File: config.mk
export PLATFORM = sky130hd
export DESIGN_NAME = ccs_clock_ctrl
export DESIGN_NICKNAME = d
export VERILOG_FILES = /design/src/common/ccs_pkg.sv /design/src/logic/ccs_osc_ready.sv /design/src/logic/ccs_clk_div.sv /design/src/logic/ccs_clock_ctrl.sv
export SDC_FILE = /design/constraint.sdc
export NUM_CORES = 1
export LEC_CHECK = 0
export BUFFER_PORTS_ARGS = -buffer_cell sky130_fd_sc_hd__buf_2
export CAP_MARGIN = 25
export CORE_MARGIN = 4
export CORE_UTILIZATION = 50
export DETAILED_ROUTE_END_ITERATION = 12
export HOLD_SLACK_MARGIN = 0.02
export MAX_ROUTING_LAYER = met4
export PLACE_DENSITY = 0.74
export SKIP_CTS_REPAIR_TIMING = 1
export SLEW_MARGIN = 20
export SYNTH_ARGS = -nofsm -noshare
export SYNTH_HDL_FRONTEND = slang
export SYNTH_SLANG_ARGS = --single-unit
File: constraint.sdc
create_clock -name pclk -period 4.2 [get_ports pclk]
set_input_delay 0.84 -clock pclk [delete_from_list [all_inputs] [get_ports pclk]]
set_output_delay 0.84 -clock pclk [all_outputs]
set_load 0.005 [all_outputs]
File: src/common/ccs_pkg.sv
// Purpose: shared constants and types of the system clock source control block
// Assumes: APB with 12-bit byte address and 32-bit data, inputs synchronous to pclk
// Notes:   register offsets, field positions, source codes and startup counts
package ccs_pkg;

   // -----------------------------------------------------------------
   // register map
   // -----------------------------------------------------------------
   localparam int          CCS_AW           = 12;
   localparam logic [11:0] CCS_OFF_CTRL     = 12'h000;
   localparam logic [11:0] CCS_OFF_CFG      = 12'h004;
   localparam logic [11:0] CCS_OFF_BKP      = 12'h008;

   // clock control register fields
   localparam int CCS_B_INT_EN  = 0;
   localparam int CCS_B_INT_RDY = 1;
   localparam int CCS_B_EXT_EN  = 16;
   localparam int CCS_B_EXT_RDY = 17;
   localparam int CCS_B_EXT_BYP = 18;
   localparam int CCS_B_PLL_EN  = 24;
   localparam int CCS_B_PLL_RDY = 25;

   // clock configuration register fields
   localparam int CCS_F_REQ     = 0;
   localparam int CCS_F_ACT     = 2;
   localparam int CCS_B_PEND    = 4;

   // backup control register fields
   localparam int CCS_B_SEXT_EN  = 0;
   localparam int CCS_B_SEXT_RDY = 1;
   localparam int CCS_B_SEXT_BYP = 2;
   localparam int CCS_F_CAL      = 8;

   // -----------------------------------------------------------------
   // encodings and reset values
   // -----------------------------------------------------------------
   localparam logic [1:0] CCS_SRC_INT      = 2'h0;
   localparam logic [1:0] CCS_SRC_EXT      = 2'h1;
   localparam logic [1:0] CCS_SRC_PLL      = 2'h2;
   localparam logic [1:0] CCS_SRC_FAB      = 2'h3;
   localparam logic [1:0] CCS_CAL_SLOW_INT = 2'h0;
   localparam logic [1:0] CCS_CAL_SLOW_EXT = 2'h1;
   localparam logic       CCS_RST_INT_EN   = 1'b1;

   // divider ratio in internal clock rises, startup counts in pclk cycles
   localparam int CCS_SLOW_DIV    = 256;
   localparam int CCS_INT_START   = 16;
   localparam int CCS_EXT_START   = 2048;
   localparam int CCS_SEXT_START  = 4000;

   typedef enum logic [1:0] {
      CCS_SW_IDLE,
      CCS_SW_WAIT_RDY,
      CCS_SW_WAIT_LOW
   } ccs_sw_t;

   // byte-lane merge for apb writes
   function automatic logic [31:0] ccs_merge(input logic [31:0] old_v,
                                             input logic [31:0] wr_v,
                                             input logic [3:0]  strb);
      logic [31:0] r;
      r = old_v;
      for (int i = 0; i < 4; i++) begin
         if (strb[i]) begin
            r[i*8 +: 8] = wr_v[i*8 +: 8];
         end
      end
      return r;
   endfunction

endpackage

File: src/logic/ccs_osc_ready.sv
// Purpose: startup timer that raises a ready flag once an oscillator is stable
// Assumes: enable is a registered level in the pclk domain
// Notes:   clearing enable drops ready on the next pclk edge and restarts the count
`timescale 1ns/1ps
module ccs_osc_ready #(
   parameter int STARTUP_CYCLES = 16
) (
   input  wire logic pclk,
   input  wire logic presetn,
   input  wire logic enable,
   output logic      ready
);
   localparam int CW = $clog2(STARTUP_CYCLES + 1);
   localparam logic [CW-1:0] LAST = CW'(STARTUP_CYCLES - 1);

   typedef struct packed {
      logic [CW-1:0] cnt;
      logic          rdy;
   } ccs_rdy_st_t;

   ccs_rdy_st_t q;
   ccs_rdy_st_t next_q;

   // count enabled cycles; ready stays until enable falls
   always_comb begin
      next_q = q;
      if (!enable) begin
         next_q.cnt = '0;
         next_q.rdy = 1'b0;
      end else if (q.cnt == LAST) begin
         next_q.rdy = 1'b1;
      end else begin
         next_q.cnt = q.cnt + CW'(1);
      end
   end

   // state register
   always_ff @(posedge pclk or negedge presetn) begin
      if (!presetn) begin
         q <= '0;
      end else begin
         q <= next_q;
      end
   end

   assign ready = q.rdy;
endmodule // ccs_osc_ready

File: src/logic/ccs_clk_div.sv
// Purpose: divides a sampled clock level by an even ratio
// Assumes: clk_level is a pclk-sampled copy of a slower clock
// Notes:   counts rising edges of the level, toggles every half ratio
`timescale 1ns/1ps
module ccs_clk_div #(
   parameter int DIV = 256
) (
   input  wire logic pclk,
   input  wire logic presetn,
   input  wire logic run,
   input  wire logic clk_level,
   output logic      div_clk
);
   localparam int CW = $clog2(DIV);
   localparam logic [CW-1:0] HALF_LAST = CW'(DIV / 2 - 1);

   typedef struct packed {
      logic          prev;
      logic [CW-1:0] cnt;
      logic          out;
   } ccs_div_st_t;

   ccs_div_st_t q;
   ccs_div_st_t next_q;

   // edge count; no stop input, so it keeps going in stop mode
   always_comb begin
      next_q = q;
      next_q.prev = clk_level;
      if (!run) begin
         next_q.cnt = '0;
         next_q.out = 1'b0;
      end else if (clk_level & ~q.prev) begin
         if (q.cnt == HALF_LAST) begin
            next_q.cnt = '0;
            next_q.out = ~q.out;
         end else begin
            next_q.cnt = q.cnt + CW'(1);
         end
      end
   end

   // state register
   always_ff @(posedge pclk or negedge presetn) begin
      if (!presetn) begin
         q <= '0;
      end else begin
         q <= next_q;
      end
   end

   assign div_clk = q.out;
endmodule // ccs_clk_div

File: src/logic/ccs_clock_ctrl.sv
// Purpose: clock source enables, ready flags and glitch-free system clock select
// Assumes: oscillator clocks arrive as levels sampled on pclk, much slower than pclk
// Notes:   apb slave with registered answer, one wait-free access phase
//
// The register addresses and register access over APB were chosen for this implementation.
`timescale 1ns/1ps
module ccs_clock_ctrl #(
   parameter int INT_START  = ccs_pkg::CCS_INT_START,
   parameter int EXT_START  = ccs_pkg::CCS_EXT_START,
   parameter int SEXT_START = ccs_pkg::CCS_SEXT_START,
   parameter int SLOW_DIV   = ccs_pkg::CCS_SLOW_DIV
) (
   input  wire logic        pclk,
   input  wire logic        presetn,
   input  wire logic        psel,
   input  wire logic        penable,
   input  wire logic        pwrite,
   input  wire logic [11:0] paddr,
   input  wire logic [31:0] pwdata,
   input  wire logic [3:0]  pstrb,
   output logic [31:0]      prdata,
   output logic             pready,
   output logic             pslverr,
   input  wire logic        int_fast_clk_in,
   input  wire logic        ext_fast_clk_in,
   input  wire logic        pll_clk_in,
   input  wire logic        pll_lock_in,
   input  wire logic        fabric_clk_in,
   input  wire logic        fabric_clk_ready,
   input  wire logic        ext_slow_clk_in,
   input  wire logic        stop_mode,
   output logic             internal_fast_osc_on,
   output logic             fast_ext_osc_on,
   output logic             pll_enable,
   output logic             slow_ext_osc_on,
   output logic             fast_ext_ready,
   output logic             slow_ext_ready,
   output logic             system_clock_out,
   output logic             fast_ext_clock_out,
   output logic             usb_48m_clock,
   output logic             watchdog_clock_out,
   output logic             calendar_kernel_clock
);

   // -----------------------------------------------------------------
   // state
   // -----------------------------------------------------------------
   typedef struct packed {
      logic            int_en;
      logic            ext_en;
      logic            ext_byp;
      logic            pll_en;
      logic            sext_en;
      logic            sext_byp;
      logic [1:0]      req_src;
      logic [1:0]      act_src;
      logic [1:0]      cal_sel;
      ccs_pkg::ccs_sw_t sw;
      logic            s_int;
      logic            s_ext;
      logic            s_pll;
      logic            s_fab;
      logic            s_sext;
      logic            sys_clk;
      logic            ext_clk;
      logic            usb_clk;
      logic            cal_clk;
      logic            osc_int_on;
      logic            osc_ext_on;
      logic            osc_sext_on;
      logic            pready;
      logic            pslverr;
      logic [31:0]     prdata;
   } ccs_main_st_t;

   ccs_main_st_t q;
   ccs_main_st_t next_q;

   logic int_rdy;
   logic ext_rdy;
   logic sext_rdy;
   logic pll_rdy;
   logic slow_int_clk;

   // -----------------------------------------------------------------
   // oscillator readiness and slow internal divider
   // -----------------------------------------------------------------
   // each oscillator has its own timer, so one can stop without touching others
   ccs_osc_ready #(.STARTUP_CYCLES(INT_START)) u_int_rdy (
      .pclk    (pclk),
      .presetn (presetn),
      .enable  (q.int_en),
      .ready   (int_rdy)
   );

   // ready set by hardware after the startup delay
   ccs_osc_ready #(.STARTUP_CYCLES(EXT_START)) u_ext_rdy (
      .pclk    (pclk),
      .presetn (presetn),
      .enable  (q.ext_en),
      .ready   (ext_rdy)
   );

   // backup-domain oscillator timer
   ccs_osc_ready #(.STARTUP_CYCLES(SEXT_START)) u_sext_rdy (
      .pclk    (pclk),
      .presetn (presetn),
      .enable  (q.sext_en),
      .ready   (sext_rdy)
   );

   // divider ignores stop_mode so the watchdog keeps its clock
   ccs_clk_div #(.DIV(SLOW_DIV)) u_slow_div (
      .pclk      (pclk),
      .presetn   (presetn),
      .run       (int_rdy),
      .clk_level (q.s_int),
      .div_clk   (slow_int_clk)
   );

   // pll counts as ready only when its reference is ready too
   assign pll_rdy = q.pll_en & pll_lock_in & ext_rdy;

   // -----------------------------------------------------------------
   // source helpers
   // -----------------------------------------------------------------
   // sampled level of a source
   function automatic logic src_level(input logic [1:0] src,
                                      input ccs_main_st_t s);
      logic r;
      r = s.s_int;
      unique case (src)
         ccs_pkg::CCS_SRC_INT: r = s.s_int;
         ccs_pkg::CCS_SRC_EXT: r = s.s_ext;
         ccs_pkg::CCS_SRC_PLL: r = s.s_pll;
         ccs_pkg::CCS_SRC_FAB: r = s.s_fab;
      endcase
      return r;
   endfunction

   // readiness of a source
   function automatic logic src_ready(input logic [1:0] src,
                                      input logic       r_int,
                                      input logic       r_ext,
                                      input logic       r_pll,
                                      input logic       r_fab);
      logic r;
      r = r_int;
      unique case (src)
         ccs_pkg::CCS_SRC_INT: r = r_int;
         ccs_pkg::CCS_SRC_EXT: r = r_ext;
         ccs_pkg::CCS_SRC_PLL: r = r_pll;
         ccs_pkg::CCS_SRC_FAB: r = r_fab;
      endcase
      return r;
   endfunction

   // -----------------------------------------------------------------
   // next state
   // -----------------------------------------------------------------
   logic [31:0] ctrl_rd;
   logic [31:0] cfg_rd;
   logic [31:0] bkp_rd;
   logic [31:0] wv;
   logic        wr_en;
   logic        tgt_rdy;

   // read views of the three registers
   always_comb begin
      ctrl_rd = '0;
      ctrl_rd[ccs_pkg::CCS_B_INT_EN]  = q.int_en;
      ctrl_rd[ccs_pkg::CCS_B_INT_RDY] = int_rdy;
      ctrl_rd[ccs_pkg::CCS_B_EXT_EN]  = q.ext_en;
      ctrl_rd[ccs_pkg::CCS_B_EXT_RDY] = ext_rdy;
      ctrl_rd[ccs_pkg::CCS_B_EXT_BYP] = q.ext_byp;
      ctrl_rd[ccs_pkg::CCS_B_PLL_EN]  = q.pll_en;
      ctrl_rd[ccs_pkg::CCS_B_PLL_RDY] = pll_rdy;
      cfg_rd = '0;
      cfg_rd[ccs_pkg::CCS_F_REQ +: 2] = q.req_src;
      cfg_rd[ccs_pkg::CCS_F_ACT +: 2] = q.act_src;
      cfg_rd[ccs_pkg::CCS_B_PEND]     = (q.sw != ccs_pkg::CCS_SW_IDLE);
      bkp_rd = '0;
      bkp_rd[ccs_pkg::CCS_B_SEXT_EN]  = q.sext_en;
      bkp_rd[ccs_pkg::CCS_B_SEXT_RDY] = sext_rdy;
      bkp_rd[ccs_pkg::CCS_B_SEXT_BYP] = q.sext_byp;
      bkp_rd[ccs_pkg::CCS_F_CAL +: 2] = q.cal_sel;
   end

   always_comb begin
      next_q = q;
      wv     = '0;
      wr_en  = psel & penable & q.pready & pwrite & ~q.pslverr;
      tgt_rdy = src_ready(q.req_src, int_rdy, ext_rdy, pll_rdy, fabric_clk_ready);

      // inputs are synchronous, one sample flop each
      next_q.s_int  = int_fast_clk_in;
      next_q.s_ext  = ext_fast_clk_in;
      next_q.s_pll  = pll_clk_in;
      next_q.s_fab  = fabric_clk_in;
      next_q.s_sext = ext_slow_clk_in;

      // apb answer registered in setup, shown during access
      next_q.pready  = psel & ~penable;
      next_q.pslverr = 1'b0;
      if (psel & ~penable) begin
         unique case (paddr)
            ccs_pkg::CCS_OFF_CTRL: next_q.prdata = ctrl_rd;
            ccs_pkg::CCS_OFF_CFG:  next_q.prdata = cfg_rd;
            ccs_pkg::CCS_OFF_BKP:  next_q.prdata = bkp_rd;
            default: begin
               next_q.prdata  = '0;
               next_q.pslverr = 1'b1;
            end
         endcase
      end

      // register writes; enables of the feeding source are forced on
      if (wr_en) begin
         unique case (paddr)
            ccs_pkg::CCS_OFF_CTRL: begin
               wv = ccs_pkg::ccs_merge(ctrl_rd, pwdata, pstrb);
               next_q.int_en  = wv[ccs_pkg::CCS_B_INT_EN]
                              | (q.act_src == ccs_pkg::CCS_SRC_INT);
               next_q.ext_en  = wv[ccs_pkg::CCS_B_EXT_EN]
                              | (q.act_src == ccs_pkg::CCS_SRC_EXT)
                              | (q.act_src == ccs_pkg::CCS_SRC_PLL);
               next_q.pll_en  = wv[ccs_pkg::CCS_B_PLL_EN]
                              | (q.act_src == ccs_pkg::CCS_SRC_PLL);
               next_q.ext_byp = wv[ccs_pkg::CCS_B_EXT_BYP];
            end
            ccs_pkg::CCS_OFF_CFG: begin
               wv = ccs_pkg::ccs_merge(cfg_rd, pwdata, pstrb);
               next_q.req_src = wv[ccs_pkg::CCS_F_REQ +: 2];
            end
            ccs_pkg::CCS_OFF_BKP: begin
               wv = ccs_pkg::ccs_merge(bkp_rd, pwdata, pstrb);
               next_q.sext_en  = wv[ccs_pkg::CCS_B_SEXT_EN];
               next_q.sext_byp = wv[ccs_pkg::CCS_B_SEXT_BYP];
               next_q.cal_sel  = wv[ccs_pkg::CCS_F_CAL +: 2];
            end
            default: begin
            end
         endcase
      end

      // switch waits for ready, then for both levels low
      unique case (q.sw)
         ccs_pkg::CCS_SW_IDLE: begin
            if (q.req_src != q.act_src) begin
               next_q.sw = ccs_pkg::CCS_SW_WAIT_RDY;
            end
         end
         ccs_pkg::CCS_SW_WAIT_RDY: begin
            if (q.req_src == q.act_src) begin
               next_q.sw = ccs_pkg::CCS_SW_IDLE;
            end else if (tgt_rdy) begin
               next_q.sw = ccs_pkg::CCS_SW_WAIT_LOW;
            end
         end
         ccs_pkg::CCS_SW_WAIT_LOW: begin
            if (q.req_src == q.act_src) begin
               next_q.sw = ccs_pkg::CCS_SW_IDLE;
            end else if (!tgt_rdy) begin
               next_q.sw = ccs_pkg::CCS_SW_WAIT_RDY;
            end else if (!src_level(q.act_src, q) && !src_level(q.req_src, q)) begin
               next_q.act_src = q.req_src;
               next_q.sw      = ccs_pkg::CCS_SW_IDLE;
            end
         end
         default: begin
            next_q.sw = ccs_pkg::CCS_SW_IDLE;
         end
      endcase

      // old source keeps driving until the swap in a common low phase
      next_q.sys_clk = ~stop_mode & src_level(q.act_src, q);
      next_q.ext_clk = q.s_ext & ext_rdy;
      next_q.usb_clk = q.s_pll & pll_rdy;
      next_q.cal_clk = (q.cal_sel == ccs_pkg::CCS_CAL_SLOW_EXT)
                     ? (q.s_sext & sext_rdy)
                     : slow_int_clk;

      // crystal amplifiers are off in bypass; the pin is then driven outside
      next_q.osc_int_on  = q.int_en;
      next_q.osc_ext_on  = q.ext_en & ~q.ext_byp;
      next_q.osc_sext_on = q.sext_en & ~q.sext_byp;
   end

   // -----------------------------------------------------------------
   // state register
   // -----------------------------------------------------------------
   // reset puts the fast internal oscillator on the system clock
   always_ff @(posedge pclk or negedge presetn) begin
      if (!presetn) begin
         q         <= '0;
         q.int_en  <= ccs_pkg::CCS_RST_INT_EN;
         q.req_src <= ccs_pkg::CCS_SRC_INT;
         q.act_src <= ccs_pkg::CCS_SRC_INT;
         q.sw      <= ccs_pkg::CCS_SW_IDLE;
      end else begin
         q <= next_q;
      end
   end

   // -----------------------------------------------------------------
   // outputs
   // -----------------------------------------------------------------
   // every output is a flop of the state or of a submodule
   assign prdata                = q.prdata;
   assign pready                = q.pready;
   assign pslverr               = q.pslverr;
   assign internal_fast_osc_on  = q.osc_int_on;
   assign fast_ext_osc_on       = q.osc_ext_on;
   assign pll_enable            = q.pll_en;
   assign slow_ext_osc_on       = q.osc_sext_on;
   assign fast_ext_ready        = ext_rdy;
   assign slow_ext_ready        = sext_rdy;
   assign system_clock_out      = q.sys_clk;
   assign fast_ext_clock_out    = q.ext_clk;
   assign usb_48m_clock         = q.usb_clk;
   assign watchdog_clock_out    = slow_int_clk;
   assign calendar_kernel_clock = q.cal_clk;

endmodule // ccs_clock_ctrl

# Yosys cells after proc, flatten, opt, wreduce, memory -nomap -nowiden
# Cells that the tools add are included.
[totals]
regBits = 102
in_bits = 61
out_inout_bits = 45
elab_cells = 152
[op_classes]
addsub = 4
eq_ne = 29
muxes = 42
n_bitwise = 26
reduce_logical = 17
[op_table]
columns = ["operator", "n"]
rows = [
  ["$pmux W26 S3", 1],
  ["$mux W33", 1],
  ["$mux W13", 2],
  ["$add A12 B1 Y12 const B", 2],
  ["$mux W12", 2],
  ["$mux W1", 18],
  ["$mux W9", 2],
  ["$reduce_and A3 Y1", 5],
  ["$and A1 B1 Y1", 14],
  ["$eq A12 B11 Y1 const B", 1],
  ["$eq A12 B12 Y1 const B", 1],
  ["$eq A12 B3 Y1 const B", 1],
  ["$eq A12 B4 Y1 const B", 1],
  ["$logic_not A12 Y1", 1],
  ["$mux W2", 6],
  ["$pmux W1 S4", 3],
  ["$eq A2 B2 Y1 const B", 5],
  ["$ne A2 B1 Y1 const B", 5],
  ["$mux W3", 3],
  ["$add A8 B1 Y8 const B", 1],
  ["$eq A2 B1 Y1 const B", 4],
  ["$eq A8 B7 Y1 const B", 1],
  ["$mux W8", 1],
  ["$ne A2 B2 Y1 const B", 4],
  ["18 further kinds", 33],
]

# Logic depth before layout (Yosys ltp)
[logic_depth]
word_depth = 12
depth_mapped = 7
ltp_nobuf = 6

# Cells and area by module
# A second synthesis with hierarchy kept.
[unflattened]
cells_unflattened = 402
area_unflattened_um2 = 4267.8
[by_module_without_submodules]
columns = ["module", "n_inst", "cells_per_inst", "area_each_um2", "seq_area_each_um2"]
rows = [
  ["ccs_clock_ctrl", 1, 199, 2062.0, 1002.2],
  ["ccs_osc_ready (u_ext_rdy)", 1, 64, 699.4, 325.3],
  ["ccs_osc_ready (u_sext_rdy)", 1, 65, 668.1, 325.3],
  ["ccs_clk_div", 1, 49, 528.0, 250.2],
  ["ccs_osc_ready (u_int_rdy)", 1, 25, 310.3, 150.1],
]

# Worst setup path after synthesis
# No wires, ideal clock.
[synth_path]
path_type = "input to register"
start = "input paddr[9]"
end = "register q, in the netlist bkp_rd[0]"
arrival_ps = 2249
t_required_ps = 4073
setup_slack_ps = 1823
path_stages = 4
path_buffers = 0
cell_sequence = "or4_1 nor4_2 and3_1 mux2_1"
[synth_between]
elab_chain_cells = 2
[synth_lines]
columns = ["item", "line_no", "rtl"]
rows = [
  ["start: declaration", "ccs_clock_ctrl.sv:18", "input wire logic [11:0] paddr,"],
  ["$eq A12 B4 Y1", "ccs_clock_ctrl.sv:219", "unique case (paddr)"],
  ["$reduce_and A3 Y1 (no line)", "-", ""],
  ["end signal: assignment", "ccs_clock_ctrl.sv:301", "q <= next_q;"],
  ["end: declaration", "ccs_clock_ctrl.sv:76", "ccs_main_st_t q;"],
]
# Every way passes these cells.
# A chain may end at the register's enable or synchronous reset.

# Worst setup path in the final report
[layout_path]
start = "input paddr[5]"
end = "register q, in the netlist pll_enable"
[layout_between]
elab_chain_cells = 2
[layout_lines]
columns = ["item", "line_no"]
rows = [
  ["$logic_not A12 Y1", "ccs_clock_ctrl.sv:219"],
  ["$reduce_and A2 Y1 (no line)", "-"],
]
# Every way passes these cells.

==> flow_metrics.tcl <==
set metrics [dict create \
    p_per_area_nw_per_um2 316 \
    grt_pass1_wl_um 14100 \
    max_cap_viol_count 0 \
    syn_area_um2 4200 \
    min_path_type "reg2reg" \
    final.setup.tns_ps 0 \
    leakage_nw 2.18 \
    drive_gt1_frac 0.214 \
    cts_made_buffers 9 \
    fin_cells 554 \
    min_to "fast_ext_osc_on" \
    synth_warnings 0 \
    arrival_ps 2510 \
    rr_worst_depth 4 \
    clk_path_buf_depth 2 \
    synthCells 399 \
    dieArea_um2 9930 \
    drtPass1Iterations 4 \
    syn2layout_area_growth_pct 10.2 \
    path_class "in2reg" \
    ys.flop_type "dfrtp_1" \
    cts_root_buffer "clkbuf_8" \
    dp_cells 538 \
    multi_input_area_um2 1870 \
    grt_start_max_net_pins 83 \
    fin_crit_sh 0.549 \
    outcome "finished clean" \
    detail_route.iter0.violations 63 \
    cp_data_required_time_ps 4400 \
    hold_violations 0 \
    antenna_found_initial 0 \
    relSlewSlack 0.520 \
    via_count 2959 \
    fin_hold_ws_ps 466 \
    synth-seq-cells 82 \
    irDropWorstVdd_uv 196 \
    avgRoutedWirePerCell_um 15.3 \
    r2r_start "cfg_rd[3]" \
    final-setup-viol-count 0 \
    final-seq-area_um2 2050 \
    ys_seq_area_frac 0.489 \
    synth_edf_count 0 \
    diodes 0 \
    r2r_slack_ps 2150 \
    drt_drc_violations_left 0 \
    drtAntennaViolNets 0 \
    drt_wl_total_um 8460 \
    initial_utilization 0.514 \
    synth_async_sr_flop_share 1.00 \
    min_path_cells 1 \
    postSynthAreaPerCell_um2 10.5 \
    start_kind "input port" \
    rows 33 \
    period_needed_ps 2310 \
    routabilityCongestion 0.830 \
    clkTransAtPathRegs_ps 80 \
    port_buffers 61 \
    grt_remaining_overflow 0 \
    cts_tree "done" \
    final_nets 510 \
    fill_cells 751 \
    fmax_ghz 0.434 \
    io_pins 106 \
    grt_pass1_vias 2926 \
    fin_util 0.566 \
    core_um2 8180 \
    die_h_um 99.6 \
    critical_path.endpoint_type "flip-flop" \
    worstMarginPinSlew_ps 719 \
    die_width_um 99.6 \
    finClkSkew_ps 5.63 \
    hold_start "ctrl_rd[18]" \
    dp_hpwl_um 6170 \
    crit_fanout 6 \
    via_per_inst 5.34 \
    ys_types 55 \
    clkLatencyLatePin_ps 350 \
    cts_htree_levels 3 \
    slew_violations 0 \
    grt_use_total 0.184 \
    grt_setup_unrepaired "no" \
    cts.sinks 82 \
    r2r-end "cfg_rd[3]" \
]
==> layer usage <==
layer | routed length [µm] | global-route usage | share of wire | up-vias
met5 | 0 | - | 0 | -
met4 | 96 | 0.0483 | 0.011 | 0
met3 | 361 | 0.0470 | 0.043 | 9
met2 | 4320 | 0.306 | 0.51 | 58
met1 | 3680 | 0.226 | 0.44 | 1452
li1 | - | - | - | 1440
==> worst max-delay path, cell delays in order <==
cell and delay (ps):
buf_2 100, nor4_1 500, nand4_1 430, nor3_1 450, a41oi_1 190
==> where the power goes <==
part | total, mW | internal (mW) | leakage, nW | switching, mW
combinational | 0.0595 | 0.0202 | 0.947 | 0.0393
clock | 0.606 | 0.325 | 0.106 | 0.281
sequential | 0.796 | 0.793 | 1.13 | 0.00270
==> flip-flops by register name (all words and copies together) (netlist names), 3 cells and up <==
name          cells
prdata           12
u_ext_rdy.q      12
u_sext_rdy.q     12
u_slow_div.q      9
q                 7
u_int_rdy.q       5
bkp_rd            4
cfg_rd            4
ctrl_rd           3
==> placed cells by master (no fill, tap or decap), drive strengths merged, types with 5 or more instances in the layout <==
cell,instances
dfrtp,81
buf,61
nand2,36
and2,20
conb,20
nor2,15
xnor2,13
clkbuf,13
inv,12
mux2,12
nor2b,11
nand2b,11
nand3,11
nor4,11
o21ai,10
nand4,10
mux2i,9
xor2,8
nor3,8
a21oi,7
a31oi,6
o31ai,5
ha,5
==> kinds of logic (layout without fill, tap and decap cells) <==
| kind of cell | Yosys count | after routing | synth area share |
|---|---|---|---|
| AND/OR/NAND/NOR | 156 | 156 | 0.217 |
| flip-flops | 82 | 82 | 0.489 |
| buffers and inverters | 58 | 89 | 0.0825 |
| AO/OA/AOI/OAI | 53 | 53 | 0.0879 |
| multiplexers | 23 | 23 | 0.0644 |
| XOR/XNOR | 21 | 21 | 0.0438 |
| adder cells (fa/ha/maj) | 5 | 5 | 0.0149 |
| other | 1 | 20 | 0.000893 |
==> how the worst max path moves through the flow <==
stage          cells past startpoint      from           to  slack (ps)
2_1_floorplan                      4  paddr[9]    bkp_rd[0]        1820
3_3_place_gp                       5  paddr[5]   pll_enable        1550
3_5_place_dp                       5  paddr[5]  ctrl_rd[16]        1550
4_1_cts                            5  paddr[5]   pll_enable        1900
5_1_grt                            5  paddr[5]   pll_enable        1730
6_report                           5  paddr[5]   pll_enable        1890
==> stage by stage <==
stage                     worst slack, ps  cell area, µm²  total power, mW
after floorplan                      1820            4270            0.845
after global routing                 1730            4630             1.52
after CTS                            1900            4620             1.47
final                                1890            4630             1.46
after detailed placement             1550            4410            0.872
after global placement               1550            4410            0.871
==> layout make-up <==
cell class	instances	area share
flip-flops and latches	82	0.444
multi-input cells	278	0.404
repair buffers	61	0.0673
clock buffers	13	0.0365
clock inverters	3	0.0100
well taps	105	0.0284
inverters	12	0.00973
==> cells in the mapped netlist (4+ instances only) <==
| cell | instances | area (µm²) |
|---|---|---|
| a21oi_1 | 7 | 35.0 |
| o31ai_1 | 5 | 37.5 |
| and2_1 | 20 | 125 |
| nand2b_1 | 11 | 68.8 |
| ha_1 | 5 | 62.6 |
| nor2b_1 | 11 | 68.8 |
| nor3_1 | 8 | 40.0 |
| and3_1 | 4 | 25.0 |
| mux2_2 | 6 | 67.6 |
| mux2_1 | 6 | 67.6 |
| clkbuf_1 | 12 | 45.0 |
| o21a_1 | 4 | 30.0 |
| and4_1 | 4 | 35.0 |
| inv_1 | 12 | 45.0 |
| nand4_1 | 10 | 62.6 |
| nand2_1 | 36 | 135 |
| xnor2_1 | 13 | 114 |
| o21ai_0 | 10 | 50.1 |
| buf_4 | 32 | 240 |
| nand3_1 | 11 | 55.1 |
| xor2_1 | 8 | 70.1 |
| a211oi_1 | 4 | 30.0 |
| a31oi_1 | 6 | 37.5 |
| dfrtp_1 | 81 | 2030 |
| nor2_1 | 15 | 56.3 |
| nor4_1 | 6 | 37.5 |
| mux2i_1 | 9 | 90.1 |
(Power assumes the default switching activity.)
